==> config.mk <==
export PLATFORM = sky130hd
export DESIGN_NAME = fls_core_ctrl
export DESIGN_NICKNAME = d
export VERILOG_FILES = /design/src/hw/fls_pkg.sv /design/src/hw/fls_fault_merge.sv /design/src/hw/fls_prio_cmp.sv /design/src/hw/fls_core_ctrl.sv
export SDC_FILE = /design/constraint.sdc
export NUM_CORES = 1
export LEC_CHECK = 0
export ABC_AREA = 1
export BUFFER_PORTS_ARGS = -buffer_cell sky130_fd_sc_hd__clkbuf_2
export CORE_ASPECT_RATIO = 1.2
export CORE_MARGIN = 1
export CORE_UTILIZATION = 45
export DETAILED_ROUTE_END_ITERATION = 7
export GPL_ROUTABILITY_DRIVEN = 0
export PLACE_DENSITY = 0.88
export SKIP_CTS_REPAIR_TIMING = 1
export SYNTH_ARGS = -nofsm -noshare
export SYNTH_HDL_FRONTEND = slang
export SYNTH_SLANG_ARGS = --single-unit
==> constraint.sdc <==
create_clock -name i_clk -period 3.9 [get_ports i_clk]
set_clock_uncertainty 0.1 [all_clocks]
set_input_delay 0.39 -clock i_clk [delete_from_list [all_inputs] [get_ports i_clk]]
set_output_delay 0.39 -clock i_clk [all_outputs]
set_load 0.1 [all_outputs]
==> src/hw/fls_pkg.sv <==
// Purpose: shared constants and types for the fault, lockup and sleep control
// Assumes: 32-bit classic wishbone register port, 20 MHz core clock
// Notes:   priorities are ranks, a lower rank is a more urgent exception
package fls_pkg;

    // register byte offsets
    localparam logic [3:0] FLS_OFS_CTRL = 4'h0;
    localparam logic [3:0] FLS_OFS_MASK = 4'h4;
    localparam logic [3:0] FLS_OFS_STAT = 4'h8;

    // control and mask register fields
    localparam int FLS_CTRL_AFTER = 1;  // sleep_after_handler
    localparam int FLS_CTRL_DEEP  = 2;  // deep_sleep_select
    localparam int FLS_CTRL_EVPND = 4;  // event_on_pending
    localparam int FLS_MASK_GIM   = 0;  // global_interrupt_mask

    // status register fields
    localparam int FLS_STAT_SLEEP = 0;
    localparam int FLS_STAT_DEEP  = 1;
    localparam int FLS_STAT_LOCK  = 2;
    localparam int FLS_STAT_LKNMI = 3;
    localparam int FLS_STAT_WEVT  = 4;

    // reset values
    localparam logic [2:0] FLS_CTRL_RST = 3'h0;
    localparam logic       FLS_GIM_RST  = 1'h0;

    // exception ranks
    localparam int         FLS_RANK_W     = 3;
    localparam logic [2:0] FLS_RANK_RESET = 3'h0;
    localparam logic [2:0] FLS_RANK_NMI   = 3'h1;
    localparam logic [2:0] FLS_RANK_HF    = 3'h2;
    localparam logic [2:0] FLS_RANK_THR   = 3'h7;

    // number of fault sources
    localparam int FLS_NFLT = 11;

    // core states, one-hot
    typedef enum logic [4:0] {
        FLS_RUN   = 5'h01,
        FLS_SLWFI = 5'h02,
        FLS_SLWFE = 5'h04,
        FLS_LKHF  = 5'h08,
        FLS_LKNMI = 5'h10
    } fls_state_e;

    // fault conditions reported by the execution logic
    typedef struct packed {
        logic sup_call_exec; // supervisor_call_instr executed
        logic sup_call_hi;   // at or above supervisor_call_exception prio
        logic brk_exec;      // breakpoint_instr executed
        logic dbg_attached;
        logic bus_err_ldst;
        logic fetch_nx;      // fetch from no_execute_region
        logic fetch_bus_err;
        logic vec_bus_err;
        logic undef_instr;
        logic tbit_zero;
        logic unaligned;
    } fls_fault_s;

    // execution context from the exception logic
    typedef struct packed {
        logic       in_nmi;
        logic       in_hf;
        logic       unstk_err;   // program_status_word unstack bus error
        logic       unstk_main;  // return used main_stack_pointer
        logic       ret_thread;  // handler finished, back to thread
        logic [2:0] cur_rank;
    } fls_ctx_s;

    // sleep related instruction strobes
    typedef struct packed {
        logic wait_int;  // wait_interrupt_instr
        logic wait_evt;  // wait_event_instr
        logic send_evt;  // send_event_instr
    } fls_instr_s;

    // pending exception from the interrupt controller
    typedef struct packed {
        logic       valid;
        logic [2:0] rank;
        logic       new_pend;  // pulse, an interrupt just became pending
    } fls_pend_s;

endpackage : fls_pkg

==> src/hw/fls_fault_merge.sv <==
// Purpose: folds the fault conditions into one fault request
// Assumes: all inputs are single-cycle strobes in the core clock
// Notes:   purely combinational
`timescale 1ns/100ps
module fls_fault_merge (
    input  wire fls_pkg::fls_fault_s i_flt,
    output logic                     o_fault
);
    import fls_pkg::*;

    // each listed condition becomes a fault, supervisor call only at high priority, breakpoint only without debugger
    always_comb begin
        o_fault = (i_flt.sup_call_exec & i_flt.sup_call_hi)
                | (i_flt.brk_exec & ~i_flt.dbg_attached)
                | i_flt.undef_instr | i_flt.tbit_zero
                | i_flt.bus_err_ldst | i_flt.vec_bus_err
                | i_flt.fetch_nx | i_flt.fetch_bus_err
                | i_flt.unaligned;
    end

endmodule : fls_fault_merge

==> src/hw/fls_prio_cmp.sv <==
// Purpose: decides whether a pending exception may wake or enter
// Assumes: lower rank is higher priority
// Notes:   the mask only holds back configurable priorities
`timescale 1ns/100ps
module fls_prio_cmp #(
    parameter int RW = 3
) (
    input  wire logic [RW-1:0] i_pend_rank,
    input  wire logic          i_pend_valid,
    input  wire logic [RW-1:0] i_cur_rank,
    input  wire logic          i_mask,
    input  wire logic [RW-1:0] i_fixed_rank,
    output logic               o_wake,
    output logic               o_enter
);
    import fls_pkg::*;

    // wake needs only more priority than the running level
    always_comb begin
        o_wake  = i_pend_valid & (i_pend_rank < i_cur_rank);
        o_enter = o_wake & (~i_mask | (i_pend_rank <= i_fixed_rank));
    end

endmodule : fls_prio_cmp

==> src/hw/fls_core_ctrl.sv <==
// Purpose: fault escalation, lockup and low-power control of the core
// Assumes: all core inputs synchronous to i_clk, strobes last one cycle
// Notes:   registers over classic wishbone, ack one cycle after request
`timescale 1ns/100ps
module fls_core_ctrl (
    input  wire logic                i_clk,
    input  wire logic                i_nrst,
    // wishbone slave
    input  wire logic                i_wb_cyc,
    input  wire logic                i_wb_stb,
    input  wire logic                i_wb_we,
    input  wire logic [3:0]          i_wb_adr,
    input  wire logic [3:0]          i_wb_sel,
    input  wire logic [31:0]         i_wb_dat,
    output logic      [31:0]         o_wb_dat,
    output logic                     o_wb_ack,
    // core side
    input  wire fls_pkg::fls_fault_s i_flt,
    input  wire fls_pkg::fls_ctx_s   i_ctx,
    input  wire fls_pkg::fls_instr_s i_ins,
    input  wire fls_pkg::fls_pend_s  i_pend,
    input  wire logic                i_nmi,
    input  wire logic                i_dbg_halt,
    input  wire logic                i_ext_event,
    output logic                     o_hf_req,
    output logic                     o_exc_enter,
    output logic                     o_exec_stop,
    // system side
    output logic                     o_sleeping,
    output logic                     o_deep_sleep,
    output logic                     o_lockup
);
    import fls_pkg::*;

    // all state of the block
    typedef struct packed {
        fls_state_e  st;
        logic [2:0]  ctrl;      // after, deep, evpnd
        logic        gim;
        logic        ev_latch;
        logic        deep;
        logic        hf_req;
        logic        enter;
        logic        ack;
        logic [31:0] rdat;
        logic        slp;       // sleeping, registered for the pin
        logic        lock;      // lockup, registered for the pin
        logic        stop;      // execution stopped, registered
    } fls_regs_s;

    fls_regs_s r;
    fls_regs_s next_r;

    logic fault;
    logic wake;
    logic enter;
    logic ev_set;
    logic wb_req;
    logic after_sel;
    logic deep_sel;
    logic evpnd_sel;

    // fault sources folded to one request
    fls_fault_merge u_merge (
        .i_flt   (i_flt),
        .o_fault (fault)
    );

    // wake and entry qualification of the pending exception
    fls_prio_cmp #(
        .RW (FLS_RANK_W)
    ) u_prio (
        .i_pend_rank  (i_pend.rank),
        .i_pend_valid (i_pend.valid),
        .i_cur_rank   (i_ctx.cur_rank),
        .i_mask       (r.gim),
        .i_fixed_rank (FLS_RANK_HF),
        .o_wake       (wake),
        .o_enter      (enter)
    );

    // control bits unpacked
    assign after_sel = r.ctrl[0];
    assign deep_sel  = r.ctrl[1];
    assign evpnd_sel = r.ctrl[2];

    // event sources for the latch
    assign ev_set = i_ext_event
                  | i_ins.send_evt
                  | (evpnd_sel & i_pend.new_pend);

    assign wb_req = i_wb_cyc & i_wb_stb & ~r.ack;

    // next state
    always_comb begin
        next_r        = r;
        next_r.hf_req = 1'b0;
        next_r.enter  = 1'b0;
        next_r.ack    = 1'b0;

        // latch keeps a set that collides with the wait for event clear, not with the wake from FLS_SLWFE
        if (ev_set) begin
            next_r.ev_latch = 1'b1;
        end

        case (r.st)
            FLS_RUN: begin
                if (fault && i_ctx.in_nmi) begin
                    next_r.st = FLS_LKNMI;
                end else if (fault && i_ctx.in_hf) begin
                    next_r.st = FLS_LKHF;
                end else if (i_ctx.unstk_err && i_ctx.unstk_main) begin
                    // lockup flavour follows the handler in use
                    next_r.st = i_ctx.in_nmi ? FLS_LKNMI : FLS_LKHF;
                end else if (fault) begin
                    // severe fault outranks anything but reset and nmi
                    next_r.hf_req = (i_ctx.cur_rank > FLS_RANK_HF);
                end else if (i_ins.wait_int) begin
                    if (!wake) begin
                        next_r.st   = FLS_SLWFI;
                        next_r.deep = deep_sel;
                    end
                end else if (i_ins.wait_evt) begin
                    if (r.ev_latch) begin
                        next_r.ev_latch = ev_set;
                    end else begin
                        next_r.st   = FLS_SLWFE;
                        next_r.deep = deep_sel;
                    end
                end else if (i_ctx.ret_thread && after_sel && !wake) begin
                    next_r.st   = FLS_SLWFI;
                    next_r.deep = deep_sel;
                end else begin
                    next_r.enter = enter;
                end
            end
            FLS_SLWFI: begin
                // masked interrupts still wake, entry waits
                if (wake) begin
                    next_r.st    = FLS_RUN;
                    next_r.deep  = 1'b0;
                    next_r.enter = enter;
                end
            end
            FLS_SLWFE: begin
                if (wake || ev_set || r.ev_latch) begin
                    next_r.st       = FLS_RUN;
                    next_r.deep     = 1'b0;
                    next_r.ev_latch = 1'b0;
                    next_r.enter    = enter;
                end
            end
            FLS_LKHF: begin
                if (i_dbg_halt || i_nmi) begin
                    next_r.st = FLS_RUN;
                end
            end
            FLS_LKNMI: begin
                // a further nmi cannot release this lockup
                if (i_dbg_halt) begin
                    next_r.st = FLS_RUN;
                end
            end
            default: begin
                next_r.st = FLS_RUN;
            end
        endcase

        // state decode kept in flip-flops so the pins carry no gates
        next_r.slp  = (next_r.st == FLS_SLWFI) || (next_r.st == FLS_SLWFE);
        next_r.lock = (next_r.st == FLS_LKHF) || (next_r.st == FLS_LKNMI);
        next_r.stop = next_r.slp | next_r.lock;

        // register access, answered one cycle later
        if (wb_req) begin
            next_r.ack  = 1'b1;
            next_r.rdat = 32'h0;
            if (i_wb_adr == FLS_OFS_CTRL) begin
                next_r.rdat[FLS_CTRL_AFTER] = r.ctrl[0];
                next_r.rdat[FLS_CTRL_DEEP]  = r.ctrl[1];
                next_r.rdat[FLS_CTRL_EVPND] = r.ctrl[2];
                if (i_wb_we && i_wb_sel[0]) begin
                    next_r.ctrl = {i_wb_dat[FLS_CTRL_EVPND],
                                   i_wb_dat[FLS_CTRL_DEEP],
                                   i_wb_dat[FLS_CTRL_AFTER]};
                end
            end else if (i_wb_adr == FLS_OFS_MASK) begin
                next_r.rdat[FLS_MASK_GIM] = r.gim;
                if (i_wb_we && i_wb_sel[0]) begin
                    next_r.gim = i_wb_dat[FLS_MASK_GIM];
                end
            end else if (i_wb_adr == FLS_OFS_STAT) begin
                next_r.rdat[FLS_STAT_SLEEP] = r.st[1] | r.st[2];
                next_r.rdat[FLS_STAT_DEEP]  = r.deep;
                next_r.rdat[FLS_STAT_LOCK]  = r.st[3] | r.st[4];
                next_r.rdat[FLS_STAT_LKNMI] = r.st[4];
                next_r.rdat[FLS_STAT_WEVT]  = r.st[2];
            end else begin
                // unmapped: answered, reads zero, writes dropped
                next_r.rdat = 32'h0;
            end
        end
    end

    // state register
    always_ff @(posedge i_clk or negedge i_nrst) begin
        if (!i_nrst) begin
            r.st       <= FLS_RUN;
            r.ctrl     <= FLS_CTRL_RST;
            r.gim      <= FLS_GIM_RST;
            r.ev_latch <= 1'b0;
            r.deep     <= 1'b0;
            r.hf_req   <= 1'b0;
            r.enter    <= 1'b0;
            r.ack      <= 1'b0;
            r.rdat     <= 32'h0;
            r.slp      <= 1'b0;
            r.lock     <= 1'b0;
            r.stop     <= 1'b0;
        end else begin
            r <= next_r;
        end
    end

    // outputs straight from flip-flops
    assign o_wb_dat     = r.rdat;
    assign o_wb_ack     = r.ack;
    assign o_hf_req     = r.hf_req;
    assign o_exc_enter  = r.enter;
    assign o_sleeping   = r.slp;
    assign o_deep_sleep = r.deep;
    assign o_lockup     = r.lock;
    assign o_exec_stop  = r.stop;

endmodule : fls_core_ctrl

== Word level (Yosys, flattened, before mapping) ==
Cells that the tools add are included.

* Order comparisons: 3
* Eq/ne operators: 20
* Muxes and demuxes: 50
* Bitwise operators: 25
* Reduce and logical (&&, ||, !) cells: 17

{| class="wikitable"
|+ Operators by type and width
! operator !! number
|-
| 2-to-1 mux 5 bit || 15
|-
| 2-to-1 mux 33 bit || 1
|-
| 2-to-1 mux 27 bit || 1
|-
| case mux 5 bit (5 select lines) || 1
|-
| 2-to-1 mux 1 bit || 22
|-
| 2-to-1 mux 4 bit || 4
|-
| bitwise OR 1 bit || 14
|-
| != test 2 bit (second input constant) || 6
|-
| == test 5 x 2 -> 1 bit (second input constant) || 2
|-
| == test 5 x 3 -> 1 bit (second input constant) || 2
|-
| == test 5 x 4 -> 1 bit (second input constant) || 2
|-
| == test 5 bit (second input constant) || 2
|-
| AND reduction 10 bit || 1
|-
| != test 4 bit (second input constant) || 2
|-
| AND 1 bit || 7
|-
| logical AND 1 bit || 6
|-
| 2-to-1 mux 2 bit || 3
|-
| case mux 1 bit (3 select lines) || 2
|-
| == test 5 x 1 -> 1 bit (second input constant) || 1
|-
| logical OR 1 bit || 5
|-
| == test 4 x 3 -> 1 bit (second input constant) || 1
|-
| == test 4 bit (second input constant) || 1
|-
| zero test 4 bit || 1
|-
| inverter 1 bit || 4
|-
| other kinds (9) || 9
|}

* Flip-flop bits (word level): 49
* Input port bits: 75
* Output and inout bits: 39
* Word-level logic and storage cells: 127

== Logic depth before layout (Yosys ltp) ==
* Depth in word-level cells: 18
* Depth in mapped cells: 13
* Mapped depth without buffers: 13

== Cells and area by module ==
A second synthesis with hierarchy kept.

* Cells, all modules: 235
* Area total of the unflattened synthesis: 1701.6 µm²

{| class="wikitable"
|+ Modules (own cells, without submodules)
! module !! instances !! cells an instance !! area an instance (µm²) !! seq. area each (µm²)
|-
| fls_core_ctrl || 1 || 197 || 1503.9 || 551.8
|-
| fls_prio_cmp || 1 || 27 || 152.6 || 0.0
|-
| fls_fault_merge || 1 || 11 || 45.0 || 0.0
|}

== Worst setup path before layout ==
OpenSTA, ideal clock, no wires.

* Path type: register to register
* From: reg r, in the netlist o_wb_ack
* To: reg r[40] in the netlist's numbering
* Setup time: 133 ps
* Arrival time: 1527 ps
* Data required time: 3667 ps
* Path slack: 2140 ps
* Stages on the path, launching flop included: 5
* Path buffers: 0
* Period minus slack after synthesis: 1760 ps
* Path through: dfrtp_1 nor2_4 inv_2 nor4_1 o21ai_0

* Longest elaborated chain between the ends: 3

{| class="wikitable"
|+ RTL lines
! what !! line !! source
|-
| start, declared || fls_core_ctrl.sv:51 || <nowiki>fls_regs_s r;</nowiki>
|-
| start signal, assigned || fls_core_ctrl.sv:221 || <nowiki>r <= next_r;</nowiki>
|-
| inverter 1 bit || fls_core_ctrl.sv:92 || <nowiki>assign wb_req = i_wb_cyc & i_wb_stb & ~r.ack;</nowiki>
|-
| AND 1 bit || fls_core_ctrl.sv:92 ||
|-
| AND reduction 4 bit (no source line) || - ||
|}

Every way passes these cells.
A chain may end at the register's enable or synchronous reset.

==> results.md <==
* Core area at 3630 sq um
* Critical Path RT at 3950 ps
* Hold WS at -4.79 ps
* Critical Path Start Type: input pin
* CTS sink count at 22
* Final #Nets at 366
* Slew @ Worst Pin at 549 ps
* H-tree Lvls at 1
* Via count at 1524
* Mean Syn Cell Area at 7.26 sq um
* Post-synth top area cell: dfrtp_1
* Failing checks: hold timing
* Rel. slew slack at 0.636
* Combinational Power Share at 0.514
* Initial antenna violation count at 0
* DRC Markers at 0
* Worst r2r src: r[46]$_DFF_PN0_
* Die area at 4040 sq um
* Largest net degree at the start of global routing at 23
* Die height at 69.4 um
* Post-route setup slack at 2270 ps
* Pre-CTS setup slack at 1970 ps
* Yosys reg bits at 22
* Synth cell types at 36
* CP endpoint kind: register
* Hold crit path type: input pin to async pin
* Clk buf depth at 2
* All-layer global routing usage at 0.181
* Synth area leaders: dfrtp_1, buf_4, nand2_1
* Worst setup path start: i_ctx[2]
* Initial Util at 0.469
* YS warnings at 0
* Status: complete, but fails checks
* Sequential Power Share at 0.313
* Clk slew on worst S/H paths at 70 ps
* Detailed-placement wirelength estimate at 2.87 mm
* Fin crit period at 1630 ps
* Max-cap violations at 0
* Critical-path maximum fanout at 6
* Drt first-iter violations at 59
* Clock power share at 0.173
* I/O Pins at 114
* I/O Buffers at 55
* Net switching power at 474 uW
* Clock root buffer: clkbuf_8
* Setup Crit Path Kind: input pin to register
* PwrDens at 474 nW/um^2
* Internal at 454 uW
* Global-route wire length before repair at 5.81 mm
* Drt total wl at 3.29 mm
* Final Max Tran Viols at 0
* Router iterations before antenna repair at 6
* Pleak at 1.15 nW
* Antenna Nets Post-Route at 0
* Fin crit share at 0.419
* Sequential area share after synthesis at 0.324
* Row Count at 24
* Mapped Area at 1710 sq um
* Arrival time worst endpoint at 1690 ps
* Vias in the first global route at 1479
* Area delta synth->final at 14.8%
* Final setup violation count at 0
* Fraction of layout cells with a size suffix above 1 at 0.309
* Endpoints failing hold at 10
* Syn Inst Count at 235
* Worst skew pair latency at 260 ps
* Fmax at 0.612 GHz
* RSZ-0062 raised after global routing: no
* Chip width at 58.2 um
* Fillers at 371
* ANT cells at 0
* Final TNS setup at 0 ps
* Peak supply drop at 0.000210 V
* CTS Buf Count at 3
* Gr ovfl total at 0
* Synth top area share at 0.308
* Via density at 4.48
* Sw Share at 0.511
* CTS tree: built
* DR WL/cell at 9.68 um
final timing paths:
kind	end	slack (ps)	depth (start not counted)
max in group asynchronous	r[44]$_DFF_PN1_	3330	1
setup / recovery	o_lockup$_DFF_PN0_	2270	14
hold / removal	o_wb_dat[1]$_DFFE_PN0P_	-5	1
min in group i_clk	r[40]$_DFFE_PN0P_	240	3
setup reg to reg	o_exec_stop$_DFF_PN0_	2280	8
hold reg to reg	o_wb_dat[3]$_DFFE_PN0P_	400	2
state kept, by name, indices dropped and copies added, names as in the netlist:
| register | flops |
|---|---|
| after_sel | 1 |
| deep_sel | 1 |
| evpnd_sel | 1 |
| o_deep_sleep | 1 |
| o_exc_enter | 1 |
| o_exec_stop | 1 |
| o_hf_req | 1 |
| o_lockup | 1 |
| o_sleeping | 1 |
| o_wb_ack | 1 |
| o_wb_dat | 5 |
| r | 7 |
final cells by class:
cell class,instances,area (sq um),area share
repair buffers,55,275,0.141
inverters,37,139,0.0709
multi-input cells,170,872,0.445
well taps,52,65.1,0.0332
flip-flops and latches,22,552,0.282
clock buffers,4,55.1,0.0281
through the flow:
step / utilization / power (mW) / std cells / cell area, sq um / hold slack [ps]
6_report: 0.539 / 0.928 / 340 / 1960 / -4.79
5_1_grt: 0.539 / 0.984 / 340 / 1960 / 37.1
4_1_cts: 0.539 / 0.935 / 340 / 1960 / 6.11
3_5_place_dp: 0.524 / 0.775 / 336 / 1900 / 287
3_3_place_gp: 0.524 / 0.768 / 336 / 1900 / 299
2_1_floorplan: - / 0.717 / 261 / 1800 / -5.59
logic make-up after synthesis:
| family | Yosys count | share of synthesized area |
|---|---|---|
| and+or+nand+nor | 119 | 0.351 |
| adders and majority gates | 2 | 0.0147 |
| AOI/OAI and AO/OA | 22 | 0.0866 |
| DFF | 22 | 0.324 |
| buffers and inverters | 69 | 0.222 |
| other | 1 | 0.00220 |
critical path, stage by stage:
cell and delay (ps):
clkbuf_2 90, inv_1 40, ha_1 290, nand2_1 60, clkinv_1 40, nand2_1 50
nand2_2 150, nand2_1 110, nand2_1 90, nand2_1 70, nand2_1 60, nand2_1 60
a21oi_2 130, nand2_1 60
synth_stat cells:
master    number
nand3_4        1
nand2b_4       1
ha_1           2
o22ai_1        2
nor4_1         2
o211ai_2       1
nand3_1        9
nand4_2        1
nor2_2         3
nand2_2        4
a31oi_1        1
conb_1         1
o311ai_0       1
o21ai_1        2
nand3_2        1
dfstp_2        1
buf_4         32
a21oi_2        2
clkinv_1       1
o21a_1         1
dfrtp_1       21
a211oi_1       1
nor3_1         4
nand2_4        2
nor3_2         1
o211ai_1       1
o221ai_1       2
nor2_4         5
nor2_1        27
nand4_1        4
a21oi_1        5
o21ai_0        3
or2_2          2
nand2_1       52
inv_1         31
inv_2          5
metal layers:
metal,global-route usage,vias up,share of wire
met3,0.0243,5,0.054
li1,-,781,-
met4,0.0926,0,0.017
met2,0.332,65,0.52
met1,0.196,673,0.40
met5,0,-,0
power groups by stage:
stage                     sequential (mW)  combinational [mW]  clock [mW]
after floorplan                     0.377               0.340           0
after global placement              0.293               0.474           0
after detailed placement            0.295               0.480           0
after CTS                           0.291               0.480       0.164
after global routing                0.294               0.515       0.175
final                               0.291               0.477       0.160
layout by cell type, fill, tap and decap left out, types with 3 or more instances in the layout:
| cell | count |
|---|---|
| o21ai_0 | 3 |
| nand2_2 | 4 |
| nand4_1 | 4 |
| nor2_1 | 27 |
| inv_2 | 5 |
| dfrtp_1 | 21 |
| nor2_2 | 3 |
| clkbuf_8 | 4 |
| clkbuf_2 | 55 |
| nand2_1 | 52 |
| nand3_1 | 9 |
| nor2_4 | 5 |
| a21oi_1 | 5 |
| nor3_1 | 4 |
| conb_1 | 27 |
| inv_1 | 31 |
(Power assumes the default switching activity.)
